### src/hdl/ace_consts.svh
// register map, field positions, reset values and protocol codes of the entry matcher
`ifndef ACE_CONSTS_SVH
`define ACE_CONSTS_SVH

`define ACE_ADDR_W 8
`define ACE_OFF_CTRL 8'h00
`define ACE_OFF_VALUE 8'h04
`define ACE_OFF_SRC_ADDR 8'h08
`define ACE_OFF_SRC_MASK 8'h0c
`define ACE_OFF_HIT_COUNT 8'h10
`define ACE_OFF_FRAME_COUNT 8'h14

`define ACE_CTRL_EN 0
`define ACE_CTRL_NH_LSB 1
`define ACE_CTRL_NH_MSB 3
`define ACE_CTRL_SRC 4
`define ACE_CTRL_HOP_LSB 5
`define ACE_CTRL_HOP_MSB 6
`define ACE_CTRL_TYPE 7
`define ACE_CTRL_CODE 8
`define ACE_CTRL_MASK 32'h0000_01ff

`define ACE_VAL_NH_LSB 0
`define ACE_VAL_NH_MSB 7
`define ACE_VAL_TYPE_LSB 8
`define ACE_VAL_TYPE_MSB 15
`define ACE_VAL_CODE_LSB 16
`define ACE_VAL_CODE_MSB 23
`define ACE_VAL_MASK 32'h00ff_ffff

`define ACE_CTRL_RST 32'h0000_0000
`define ACE_VALUE_RST 32'h0000_0000
`define ACE_SRC_ADDR_RST 32'h0000_0000
`define ACE_SRC_MASK_RST 32'hffff_ffff
`define ACE_UNMAPPED_RDAT 32'h0000_0000

`define ACE_PROTO_ICMP6 8'h3a
`define ACE_PROTO_UDP 8'h11
`define ACE_PROTO_TCP 8'h06

`endif

### src/hdl/ace_pkg.sv
// mode types of the entry matcher
package ace_pkg;
  typedef enum logic [2:0] {NH_ANY, NH_SPECIFIC, NH_ICMP, NH_UDP, NH_TCP} nh_mode_t;
  typedef enum logic [1:0] {HOP_ANY, HOP_ZERO, HOP_NONZERO} hop_mode_t;
endpackage : ace_pkg

### src/hdl/ace_field_match.sv
// combinational comparison of one frame's header fields against the entry settings
`include "ace_consts.svh"

module ace_field_match
(
  // entry settings
  input wire logic [2:0] nh_mode,
  input wire logic [7:0] nh_value,
  input wire logic src_specific,
  input wire logic [31:0] src_addr,
  input wire logic [31:0] src_mask,
  input wire logic [1:0] hop_mode,
  input wire logic type_specific,
  input wire logic [7:0] type_value,
  input wire logic code_specific,
  input wire logic [7:0] code_value,
  // frame fields
  input wire logic is_ipv6,
  input wire logic [7:0] next_hdr,
  input wire logic [31:0] src_low,
  input wire logic [7:0] hop_limit,
  input wire logic [7:0] icmp_type,
  input wire logic [7:0] icmp_code,
  // result
  output logic match
);
  ace_pkg::nh_mode_t nh_sel;
  ace_pkg::hop_mode_t hop_sel;
  logic nh_ok;
  logic hop_ok;
  wire is_icmp = next_hdr == `ACE_PROTO_ICMP6;
  // RQ6: mask zeros are don't-care
  wire src_eq = (src_low & src_mask) == (src_addr & src_mask);
  // RQ4: any source passes
  // RQ5: only low 32 address bits compared
  wire src_ok = !src_specific || src_eq;
  // RQ10: type ignored when any
  // RQ11: type compared when specific
  wire type_ok = !type_specific || icmp_type == type_value;
  // RQ12: code ignored when any
  // RQ13: code compared when specific
  wire code_ok = !code_specific || icmp_code == code_value;

  assign nh_sel = ace_pkg::nh_mode_t'(nh_mode);
  assign hop_sel = ace_pkg::hop_mode_t'(hop_mode);

  always_comb
  begin
    unique case (nh_sel)
      // RQ1: next header ignored
      ace_pkg::NH_ANY: nh_ok = 1'b1;
      // RQ2: exact next header value
      ace_pkg::NH_SPECIFIC: nh_ok = next_hdr == nh_value;
      // RQ3: protocol selection plus parameters
      // RQ15: icmp fields only for icmp frames
      ace_pkg::NH_ICMP: nh_ok = is_icmp && type_ok && code_ok;
      ace_pkg::NH_UDP: nh_ok = next_hdr == `ACE_PROTO_UDP;
      ace_pkg::NH_TCP: nh_ok = next_hdr == `ACE_PROTO_TCP;
      // unused codes never match, so a stray write cannot open the entry
      default: nh_ok = 1'b0;
    endcase
  end

  always_comb
  begin
    unique case (hop_sel)
      // RQ9: hop limit ignored
      ace_pkg::HOP_ANY: hop_ok = 1'b1;
      // RQ7: nonzero hop limit excluded
      ace_pkg::HOP_ZERO: hop_ok = hop_limit == 8'h00;
      // RQ8: nonzero hop limit allowed
      ace_pkg::HOP_NONZERO: hop_ok = hop_limit != 8'h00;
      default: hop_ok = 1'b0;
    endcase
  end

  // RQ14: every filter must agree
  assign match = is_ipv6 && nh_ok && src_ok && hop_ok;
endmodule : ace_field_match

### src/hdl/ipv6_icmp_access_entry_match.sv
// one ipv6/icmp access control entry with its wishbone register file
//
// Local design decisions: the Wishbone register port and the register addresses.
`include "ace_consts.svh"

// Operation
// RQ1: next header any ignores the field
// RQ2: specific next header must equal value
// RQ3: icmp/udp/tcp selects protocol, applies parameters
// RQ4: source any ignores source address
// RQ5: specific source compares low 32 bits
// RQ6: mask zero bits are don't-care
// RQ7: hop zero excludes nonzero hop limits
// RQ8: hop nonzero admits nonzero hop limits
// RQ9: hop any ignores hop limit
// RQ10: icmp type any ignores type
// RQ11: specific icmp type must equal value
// RQ12: icmp code any ignores code
// RQ13: specific icmp code must equal value
// RQ14: hit only when all filters pass
// RQ15: icmp fields apply only to icmp frames
module ipv6_icmp_access_entry_match
#(
  parameter int CNT_W = 32
)
(
  // clock and reset
  input wire logic CLK_SYS,
  input wire logic RST_N,
  // wishbone slave
  input wire logic WB_CYC_I,
  input wire logic WB_STB_I,
  input wire logic WB_WE_I,
  input wire logic [`ACE_ADDR_W-1:0] WB_ADR_I,
  input wire logic [3:0] WB_SEL_I,
  input wire logic [31:0] WB_DAT_I,
  output logic [31:0] WB_DAT_O,
  output logic WB_ACK_O,
  // frame fields from the parser
  input wire logic FRAME_VALID,
  input wire logic FRAME_IS_IPV6,
  input wire logic [7:0] FRAME_NEXT_HDR,
  input wire logic [31:0] FRAME_SRC_LOW,
  input wire logic [7:0] FRAME_HOP_LIMIT,
  input wire logic [7:0] FRAME_ICMP_TYPE,
  input wire logic [7:0] FRAME_ICMP_CODE,
  // match result
  output logic HIT_VALID,
  output logic HIT
);
  logic [31:0] ctrl;
  logic [31:0] value;
  logic [31:0] source_ip_address;
  logic [31:0] source_ip_match_mask;
  logic [CNT_W-1:0] hit_count;
  logic [CNT_W-1:0] frame_count;
  logic core_match;
  logic ack;
  logic [31:0] rdat;

  function automatic logic [31:0] apply_sel(input logic [31:0] old_v,
                                            input logic [31:0] new_v,
                                            input logic [3:0] sel);
    logic [31:0] r;
    r = old_v;
    for (int i = 0; i < 4; i++)
    begin
      if (sel[i])
        r[i*8 +: 8] = new_v[i*8 +: 8];
    end
    return r;
  endfunction : apply_sel

  // bus decode
  wire access = WB_CYC_I && WB_STB_I && !ack;
  wire wr = access && WB_WE_I;
  wire sel_ctrl = WB_ADR_I == `ACE_OFF_CTRL;
  wire sel_value = WB_ADR_I == `ACE_OFF_VALUE;
  wire sel_saddr = WB_ADR_I == `ACE_OFF_SRC_ADDR;
  wire sel_smask = WB_ADR_I == `ACE_OFF_SRC_MASK;
  wire sel_hits = WB_ADR_I == `ACE_OFF_HIT_COUNT;
  wire sel_frames = WB_ADR_I == `ACE_OFF_FRAME_COUNT;
  wire [31:0] next_ctrl = apply_sel(ctrl, WB_DAT_I, WB_SEL_I) & `ACE_CTRL_MASK;
  wire [31:0] next_value = apply_sel(value, WB_DAT_I, WB_SEL_I) & `ACE_VAL_MASK;
  wire [31:0] next_saddr = apply_sel(source_ip_address, WB_DAT_I, WB_SEL_I);
  wire [31:0] next_smask = apply_sel(source_ip_match_mask, WB_DAT_I, WB_SEL_I);
  wire [31:0] next_rdat =
    sel_ctrl ? ctrl :
    sel_value ? value :
    sel_saddr ? source_ip_address :
    sel_smask ? source_ip_match_mask :
    sel_hits ? 32'(hit_count) :
    sel_frames ? 32'(frame_count) :
    `ACE_UNMAPPED_RDAT;

  // settings fields
  wire entry_en = ctrl[`ACE_CTRL_EN];
  wire [2:0] nh_mode = ctrl[`ACE_CTRL_NH_MSB:`ACE_CTRL_NH_LSB];
  wire src_specific = ctrl[`ACE_CTRL_SRC];
  wire [1:0] hop_mode = ctrl[`ACE_CTRL_HOP_MSB:`ACE_CTRL_HOP_LSB];
  wire type_specific = ctrl[`ACE_CTRL_TYPE];
  wire code_specific = ctrl[`ACE_CTRL_CODE];
  wire [7:0] nh_value = value[`ACE_VAL_NH_MSB:`ACE_VAL_NH_LSB];
  wire [7:0] type_value = value[`ACE_VAL_TYPE_MSB:`ACE_VAL_TYPE_LSB];
  wire [7:0] code_value = value[`ACE_VAL_CODE_MSB:`ACE_VAL_CODE_LSB];

  ace_field_match ace_field_match_inst
  (
    .nh_mode(nh_mode),
    .nh_value(nh_value),
    .src_specific(src_specific),
    .src_addr(source_ip_address),
    .src_mask(source_ip_match_mask),
    .hop_mode(hop_mode),
    .type_specific(type_specific),
    .type_value(type_value),
    .code_specific(code_specific),
    .code_value(code_value),
    .is_ipv6(FRAME_IS_IPV6),
    .next_hdr(FRAME_NEXT_HDR),
    .src_low(FRAME_SRC_LOW),
    .hop_limit(FRAME_HOP_LIMIT),
    .icmp_type(FRAME_ICMP_TYPE),
    .icmp_code(FRAME_ICMP_CODE),
    .match(core_match)
  );

  // RQ14: disabled entry never hits
  wire next_hit = FRAME_VALID && entry_en && core_match;
  wire hit_clr = wr && sel_hits;
  wire frame_clr = wr && sel_frames;
  wire [CNT_W-1:0] cnt_one = {{(CNT_W-1){1'b0}}, 1'b1};

  always_ff @(posedge CLK_SYS)
  begin
    if (!RST_N)
    begin
      ack <= 1'b0;
      rdat <= `ACE_UNMAPPED_RDAT;
    end
    else
    begin
      ack <= access;
      if (access)
        rdat <= next_rdat;
    end
  end

  always_ff @(posedge CLK_SYS)
  begin
    if (!RST_N)
    begin
      ctrl <= `ACE_CTRL_RST;
      value <= `ACE_VALUE_RST;
      source_ip_address <= `ACE_SRC_ADDR_RST;
      source_ip_match_mask <= `ACE_SRC_MASK_RST;
    end
    else
    begin
      if (wr && sel_ctrl)
        ctrl <= next_ctrl;
      if (wr && sel_value)
        value <= next_value;
      if (wr && sel_saddr)
        source_ip_address <= next_saddr;
      if (wr && sel_smask)
        source_ip_match_mask <= next_smask;
    end
  end

  // a count arriving with the clearing write survives as one
  always_ff @(posedge CLK_SYS)
  begin
    if (!RST_N)
    begin
      hit_count <= '0;
      frame_count <= '0;
    end
    else
    begin
      if (hit_clr)
        hit_count <= next_hit ? cnt_one : '0;
      else if (next_hit)
        hit_count <= hit_count + cnt_one;
      if (frame_clr)
        frame_count <= FRAME_VALID ? cnt_one : '0;
      else if (FRAME_VALID)
        frame_count <= frame_count + cnt_one;
    end
  end

  always_ff @(posedge CLK_SYS)
  begin
    if (!RST_N)
    begin
      HIT_VALID <= 1'b0;
      HIT <= 1'b0;
    end
    else
    begin
      HIT_VALID <= FRAME_VALID;
      HIT <= next_hit;
    end
  end

  assign WB_ACK_O = ack;
  assign WB_DAT_O = rdat;

  // shared condition: entry on, ipv6 frame presented
  wire live = FRAME_VALID && entry_en && FRAME_IS_IPV6;

  any_pass_a: assert property (@(posedge CLK_SYS) disable iff (!RST_N) // RQ1 RQ4 RQ9
    live && nh_mode == 3'(ace_pkg::NH_ANY) && !src_specific
      && hop_mode == 2'(ace_pkg::HOP_ANY) |=> HIT_VALID && HIT)
    else $error("all-any entry missed an ipv6 frame");

  nh_value_a: assert property (@(posedge CLK_SYS) disable iff (!RST_N) // RQ2
    FRAME_VALID && nh_mode == 3'(ace_pkg::NH_SPECIFIC) && FRAME_NEXT_HDR != nh_value
      |=> HIT_VALID && !HIT)
    else $error("hit despite next header mismatch");

  nh_proto_a: assert property (@(posedge CLK_SYS) disable iff (!RST_N) // RQ3
    FRAME_VALID && nh_mode == 3'(ace_pkg::NH_TCP) && FRAME_NEXT_HDR != `ACE_PROTO_TCP
      |=> !HIT)
    else $error("tcp entry hit a non-tcp frame");

  src_mask_a: assert property (@(posedge CLK_SYS) disable iff (!RST_N) // RQ5 RQ6
    FRAME_VALID && src_specific
      && ((FRAME_SRC_LOW ^ source_ip_address) & source_ip_match_mask) != 32'h0000_0000
      |=> !HIT)
    else $error("hit despite masked source mismatch");

  hop_zero_a: assert property (@(posedge CLK_SYS) disable iff (!RST_N) // RQ7
    FRAME_VALID && hop_mode == 2'(ace_pkg::HOP_ZERO) && FRAME_HOP_LIMIT != 8'h00
      |=> !HIT)
    else $error("zero hop entry hit nonzero hop limit");

  hop_nonzero_a: assert property (@(posedge CLK_SYS) disable iff (!RST_N) // RQ8
    live && nh_mode == 3'(ace_pkg::NH_ANY) && !src_specific
      && hop_mode == 2'(ace_pkg::HOP_NONZERO) && FRAME_HOP_LIMIT != 8'h00 |=> HIT)
    else $error("nonzero hop entry missed a frame");

  icmp_any_a: assert property (@(posedge CLK_SYS) disable iff (!RST_N) // RQ10 RQ12 RQ15
    live && nh_mode == 3'(ace_pkg::NH_ICMP) && FRAME_NEXT_HDR == `ACE_PROTO_ICMP6
      && !type_specific && !code_specific && !src_specific
      && hop_mode == 2'(ace_pkg::HOP_ANY) |=> HIT)
    else $error("icmp entry with any type and code missed");

  icmp_type_a: assert property (@(posedge CLK_SYS) disable iff (!RST_N) // RQ11
    FRAME_VALID && nh_mode == 3'(ace_pkg::NH_ICMP) && type_specific
      && FRAME_ICMP_TYPE != type_value |=> !HIT)
    else $error("hit despite icmp type mismatch");

  icmp_code_a: assert property (@(posedge CLK_SYS) disable iff (!RST_N) // RQ13
    FRAME_VALID && nh_mode == 3'(ace_pkg::NH_ICMP) && code_specific
      && FRAME_ICMP_CODE != code_value |=> !HIT)
    else $error("hit despite icmp code mismatch");

  hit_count_a: assert property (@(posedge CLK_SYS) disable iff (!RST_N) // RQ14
    HIT && !$past(hit_clr) |-> hit_count == $past(hit_count) + cnt_one)
    else $error("hit counter did not follow a hit");

  ack_pulse_a: assert property (@(posedge CLK_SYS) disable iff (!RST_N)
    WB_CYC_I && WB_STB_I && !ack |=> ack ##1 !ack)
    else $error("wishbone ack not a single cycle");

  // reserved codes must close the entry, never open it
  nh_reserved_a: assert property (@(posedge CLK_SYS) disable iff (!RST_N) // RQ14
    FRAME_VALID && nh_mode > 3'(ace_pkg::NH_TCP) |=> HIT_VALID && !HIT)
    else $error("reserved next header mode produced a hit");

  hop_reserved_a: assert property (@(posedge CLK_SYS) disable iff (!RST_N) // RQ14
    FRAME_VALID && hop_mode > 2'(ace_pkg::HOP_NONZERO) |=> HIT_VALID && !HIT)
    else $error("reserved hop mode produced a hit");

  entry_off_a: assert property (@(posedge CLK_SYS) disable iff (!RST_N) // RQ14
    FRAME_VALID && !entry_en |=> HIT_VALID && !HIT)
    else $error("disabled entry produced a hit");

  not_ipv6_a: assert property (@(posedge CLK_SYS) disable iff (!RST_N) // RQ14
    FRAME_VALID && !FRAME_IS_IPV6 |=> HIT_VALID && !HIT)
    else $error("non-ipv6 frame produced a hit");

  icmp_other_a: assert property (@(posedge CLK_SYS) disable iff (!RST_N) // RQ15
    FRAME_VALID && nh_mode == 3'(ace_pkg::NH_ICMP) && FRAME_NEXT_HDR != `ACE_PROTO_ICMP6
      |=> !HIT)
    else $error("icmp entry hit a non-icmp frame");

  udp_proto_a: assert property (@(posedge CLK_SYS) disable iff (!RST_N) // RQ3
    FRAME_VALID && nh_mode == 3'(ace_pkg::NH_UDP) && FRAME_NEXT_HDR != `ACE_PROTO_UDP
      |=> !HIT)
    else $error("udp entry hit a non-udp frame");

  result_idle_a: assert property (@(posedge CLK_SYS) disable iff (!RST_N) // RQ14
    !FRAME_VALID |=> !HIT_VALID && !HIT)
    else $error("result shown without a frame");

  // counters and read data seen by software
  frame_count_a: assert property (@(posedge CLK_SYS) disable iff (!RST_N)
    HIT_VALID && !$past(frame_clr) |-> frame_count == $past(frame_count) + cnt_one)
    else $error("frame counter did not follow a frame");

  count_clear_a: assert property (@(posedge CLK_SYS) disable iff (!RST_N)
    hit_clr && !next_hit |=> hit_count == '0)
    else $error("hit counter not cleared by a write");

  read_hold_a: assert property (@(posedge CLK_SYS) disable iff (!RST_N)
    !access |=> $stable(WB_DAT_O))
    else $error("read data changed without an access");
endmodule : ipv6_icmp_access_entry_match

### config.mk
export PLATFORM = sky130hd
export DESIGN_NAME = ipv6_icmp_access_entry_match
export DESIGN_NICKNAME = d
export VERILOG_FILES = /design/src/hdl/ace_pkg.sv /design/src/hdl/ace_field_match.sv /design/src/hdl/ipv6_icmp_access_entry_match.sv
export VERILOG_INCLUDE_DIRS = /design/src /design/src/hdl
export SDC_FILE = /design/constraint.sdc
export NUM_CORES = 1
export LEC_CHECK = 0
export ABC_AREA = 1
export BUFFER_PORTS_ARGS = -buffer_cell sky130_fd_sc_hd__clkbuf_2
export CAP_MARGIN = 10
export CORE_ASPECT_RATIO = 2
export CORE_UTILIZATION = 63
export DETAILED_ROUTE_END_ITERATION = 8
export GPL_TIMING_DRIVEN = 0
export PLACE_DENSITY = 0.86
export SYNTH_ARGS = -nofsm -noshare
export SYNTH_HDL_FRONTEND = slang
export SYNTH_SLANG_ARGS = --single-unit
### constraint.sdc
create_clock -name CLK_SYS -period 3 [get_ports CLK_SYS]
set_input_delay 0.3 -clock CLK_SYS [delete_from_list [all_inputs] [get_ports CLK_SYS]]
set_output_delay 0.3 -clock CLK_SYS [all_outputs]
set_load 0.005 [all_outputs]
==> metrics <==
status complete, no violations; clock skew 0.0111 ns; final setup TNS 0 ns; initial antenna violation count 0; Top Ports 150; Setup crit end kind flop; First-pass DRT Iterations 8; crit start category flop; critical path class reg -> reg; synthesized netlist cell count 1637; hpwl dp 33.2 mm; pwr dens 419 nW/um^2; EDFF count, synth 0; sequential share of the synthesized area 36.6%; synthesized area per cell 6.56 um^2; Via density 6.13; setup violators final 0; CTS Hold Buffers Added 0; Clock Pin Slew Worst Setup and Hold Paths 0.07 ns; total grt overflow 0; Inst Count DP 1992; post-route ant nets 0; PostCTS Resize Cnt 0; largest net degree at the start of global routing 18; die height between 150 and 200 um; DRC Markers 0; asr flop ratio synth 0%; crit-path max FO 10; #FFs+latches synth 196; clock root buffer clkbuf_16; area added between synthesis and finish 14.3%; CTS Buffer Depth 2; total routed wirelength between 40 and 50 mm; fillcell total about 1400; worst slew pin tran 0.891 ns; fmax 380 MHz; Rel. slew slack 40.1%; Initial Util 64.3%; number of diodes 0; first-pass GRT wire length 63.6 mm; Main synth FF type dfxtp_1; Final Hold Viols 0; IO Port Bufs 148; fin cells 2023; CTS sink cnt 196; GRT Util Overall roughly half; worst min path class in -> reg; CTS HTree Levels 4; LEAKAGE 0.00512 uW; std cell rows 67; Final period util 87.7%; commonest cells after routing, fill and taps aside 404 x nand2_1, 204 x inv_1, 196 x dfxtp_1; share of layout cells above drive strength 1 13.2%; die area 17600 um^2; critical path arrival between 3 and 4 ns; RSZ-0062 raised after global routing false; via count 12400; CTS tree yes; initial drt markers 1019; Final Wtd Congestion 1.06; WL/cell 20.7 um; fin area 12300 um^2; mapped cell area between 10000 and 15000 um^2; CTS Buf Count 17; Final Max Tran Viols 0; most common library cell in the layout ignoring fill and taps nand2_1; critical path required time approximately 3.4 ns; Synth cell types 46; postcts setup bufs 0; number of global-route vias before repair 12200; Placed Area 11700 um^2; final core utilization 73.5%; worst skew pair latency 0.44 ns; Synth Warn # 0; die width 94.3 um; Core Footprint 16700 um^2; post-synth net total 1754; Pwr Total 5140 uW; nets ~1900; minimum clock period 2.63 ns; max cap viols 0; Max IR drop VDD just over 0.4 mV
where the power goes:
group | total, uW | switching, uW | internal (uW)
Combinational | 381 | 260 | 121
Clock | 2150 | 1080 | 1070
Sequential | 2610 | 4.12 | 2600
worst max-delay path: stages, from the launching register on:
cell      delay [ns]
dfxtp_1         0.34
nor2_4          0.34
clkinv_1        0.42
nor2_1          0.47
inv_1           0.10
buf_2           0.22
nor2_4          0.26
o221ai_1        0.24
a21oi_1         0.17
synthesized netlist by cell type, drive strengths merged, types with 23 or more instances:
| library cell | number | share of area, % |
|---|---|---|
| dfxtp | 196 | 37 |
| o211ai | 27 | 1.9 |
| o21ai | 140 | 6.5 |
| xor2 | 24 | 2.0 |
| nand3 | 129 | 6.3 |
| nand4 | 23 | 1.3 |
| nand2 | 413 | 15 |
| inv | 213 | 7.4 |
| clkbuf | 39 | 1.4 |
| nor3 | 38 | 2.1 |
| a21oi | 155 | 7.3 |
| nor2 | 137 | 5.3 |
cells by family (layout without fill, tap and decap cells):
group                    after synthesis  after routing  share of synthesized area (%)
AND/OR/NAND/NOR                      769            769                           31.6
adder cells (fa/ha/maj)                2              2                          0.233
XOR/XNOR                              38             38                           3.10
AO/OA/AOI/OAI                        359            359                           18.5
flip-flops                           196            196                           36.6
buffers and inverters                273            452                           10.0
final timing paths:
| kind | startpoint | to | slack, ns | cells after the start |
|---|---|---|---|---|
| hold reg to reg | WB_DAT_O[18] | WB_DAT_O[18] | 0.46 | 2 |
| hold / removal | WB_DAT_I[28] | source_ip_match_mask[28] | 0.09 | 3 |
| setup / recovery | WB_ACK_O | WB_DAT_O[24] | 0.37 | 8 |
| setup reg to reg | WB_ACK_O | WB_DAT_O[24] | 0.37 | 8 |
final cells by class:
type	count	area, um^2	share of cell area, %
buffer	58	269	2.19
clock inverter	12	98.8	0.806
multi-input combinational	1168	5730	46.8
tap	207	259	2.11
inverter	215	807	6.58
clock buffer	19	433	3.53
sequential	196	3920	32.0
timing repair buffer	148	741	6.04
flip-flops by register name, summed over array words and instances, names as in the netlist:
signal                cells
HIT_VALID                 1
value                    24
HIT                       1
ctrl                      9
WB_DAT_O                 32
source_ip_match_mask     32
frame_count              32
WB_ACK_O                  1
source_ip_address        32
hit_count                32
metal layers:
layer  up-vias  wire length [um]  track usage [%]  part of all wire (%)
met3       318              3590             12.9                   8.6
met2       844             20300             81.3                    48
met4         0              5240             52.1                    13
li1       5740                 -                -                     -
met1      5504             12800             44.8                    30
met5         -                 0                0                     0
through the flow:
step / hold WS (ns) / setup WS (ns)
final: 0.0882 / 0.370
after global routing: 0.108 / 0.231
after CTS: 0.0863 / 0.486
after detailed placement: 0.454 / 0.416
after global placement: 0.449 / 0.451
after floorplan: 0.413 / 1.27
No activity file was read; power rests on OpenSTA's default activity.
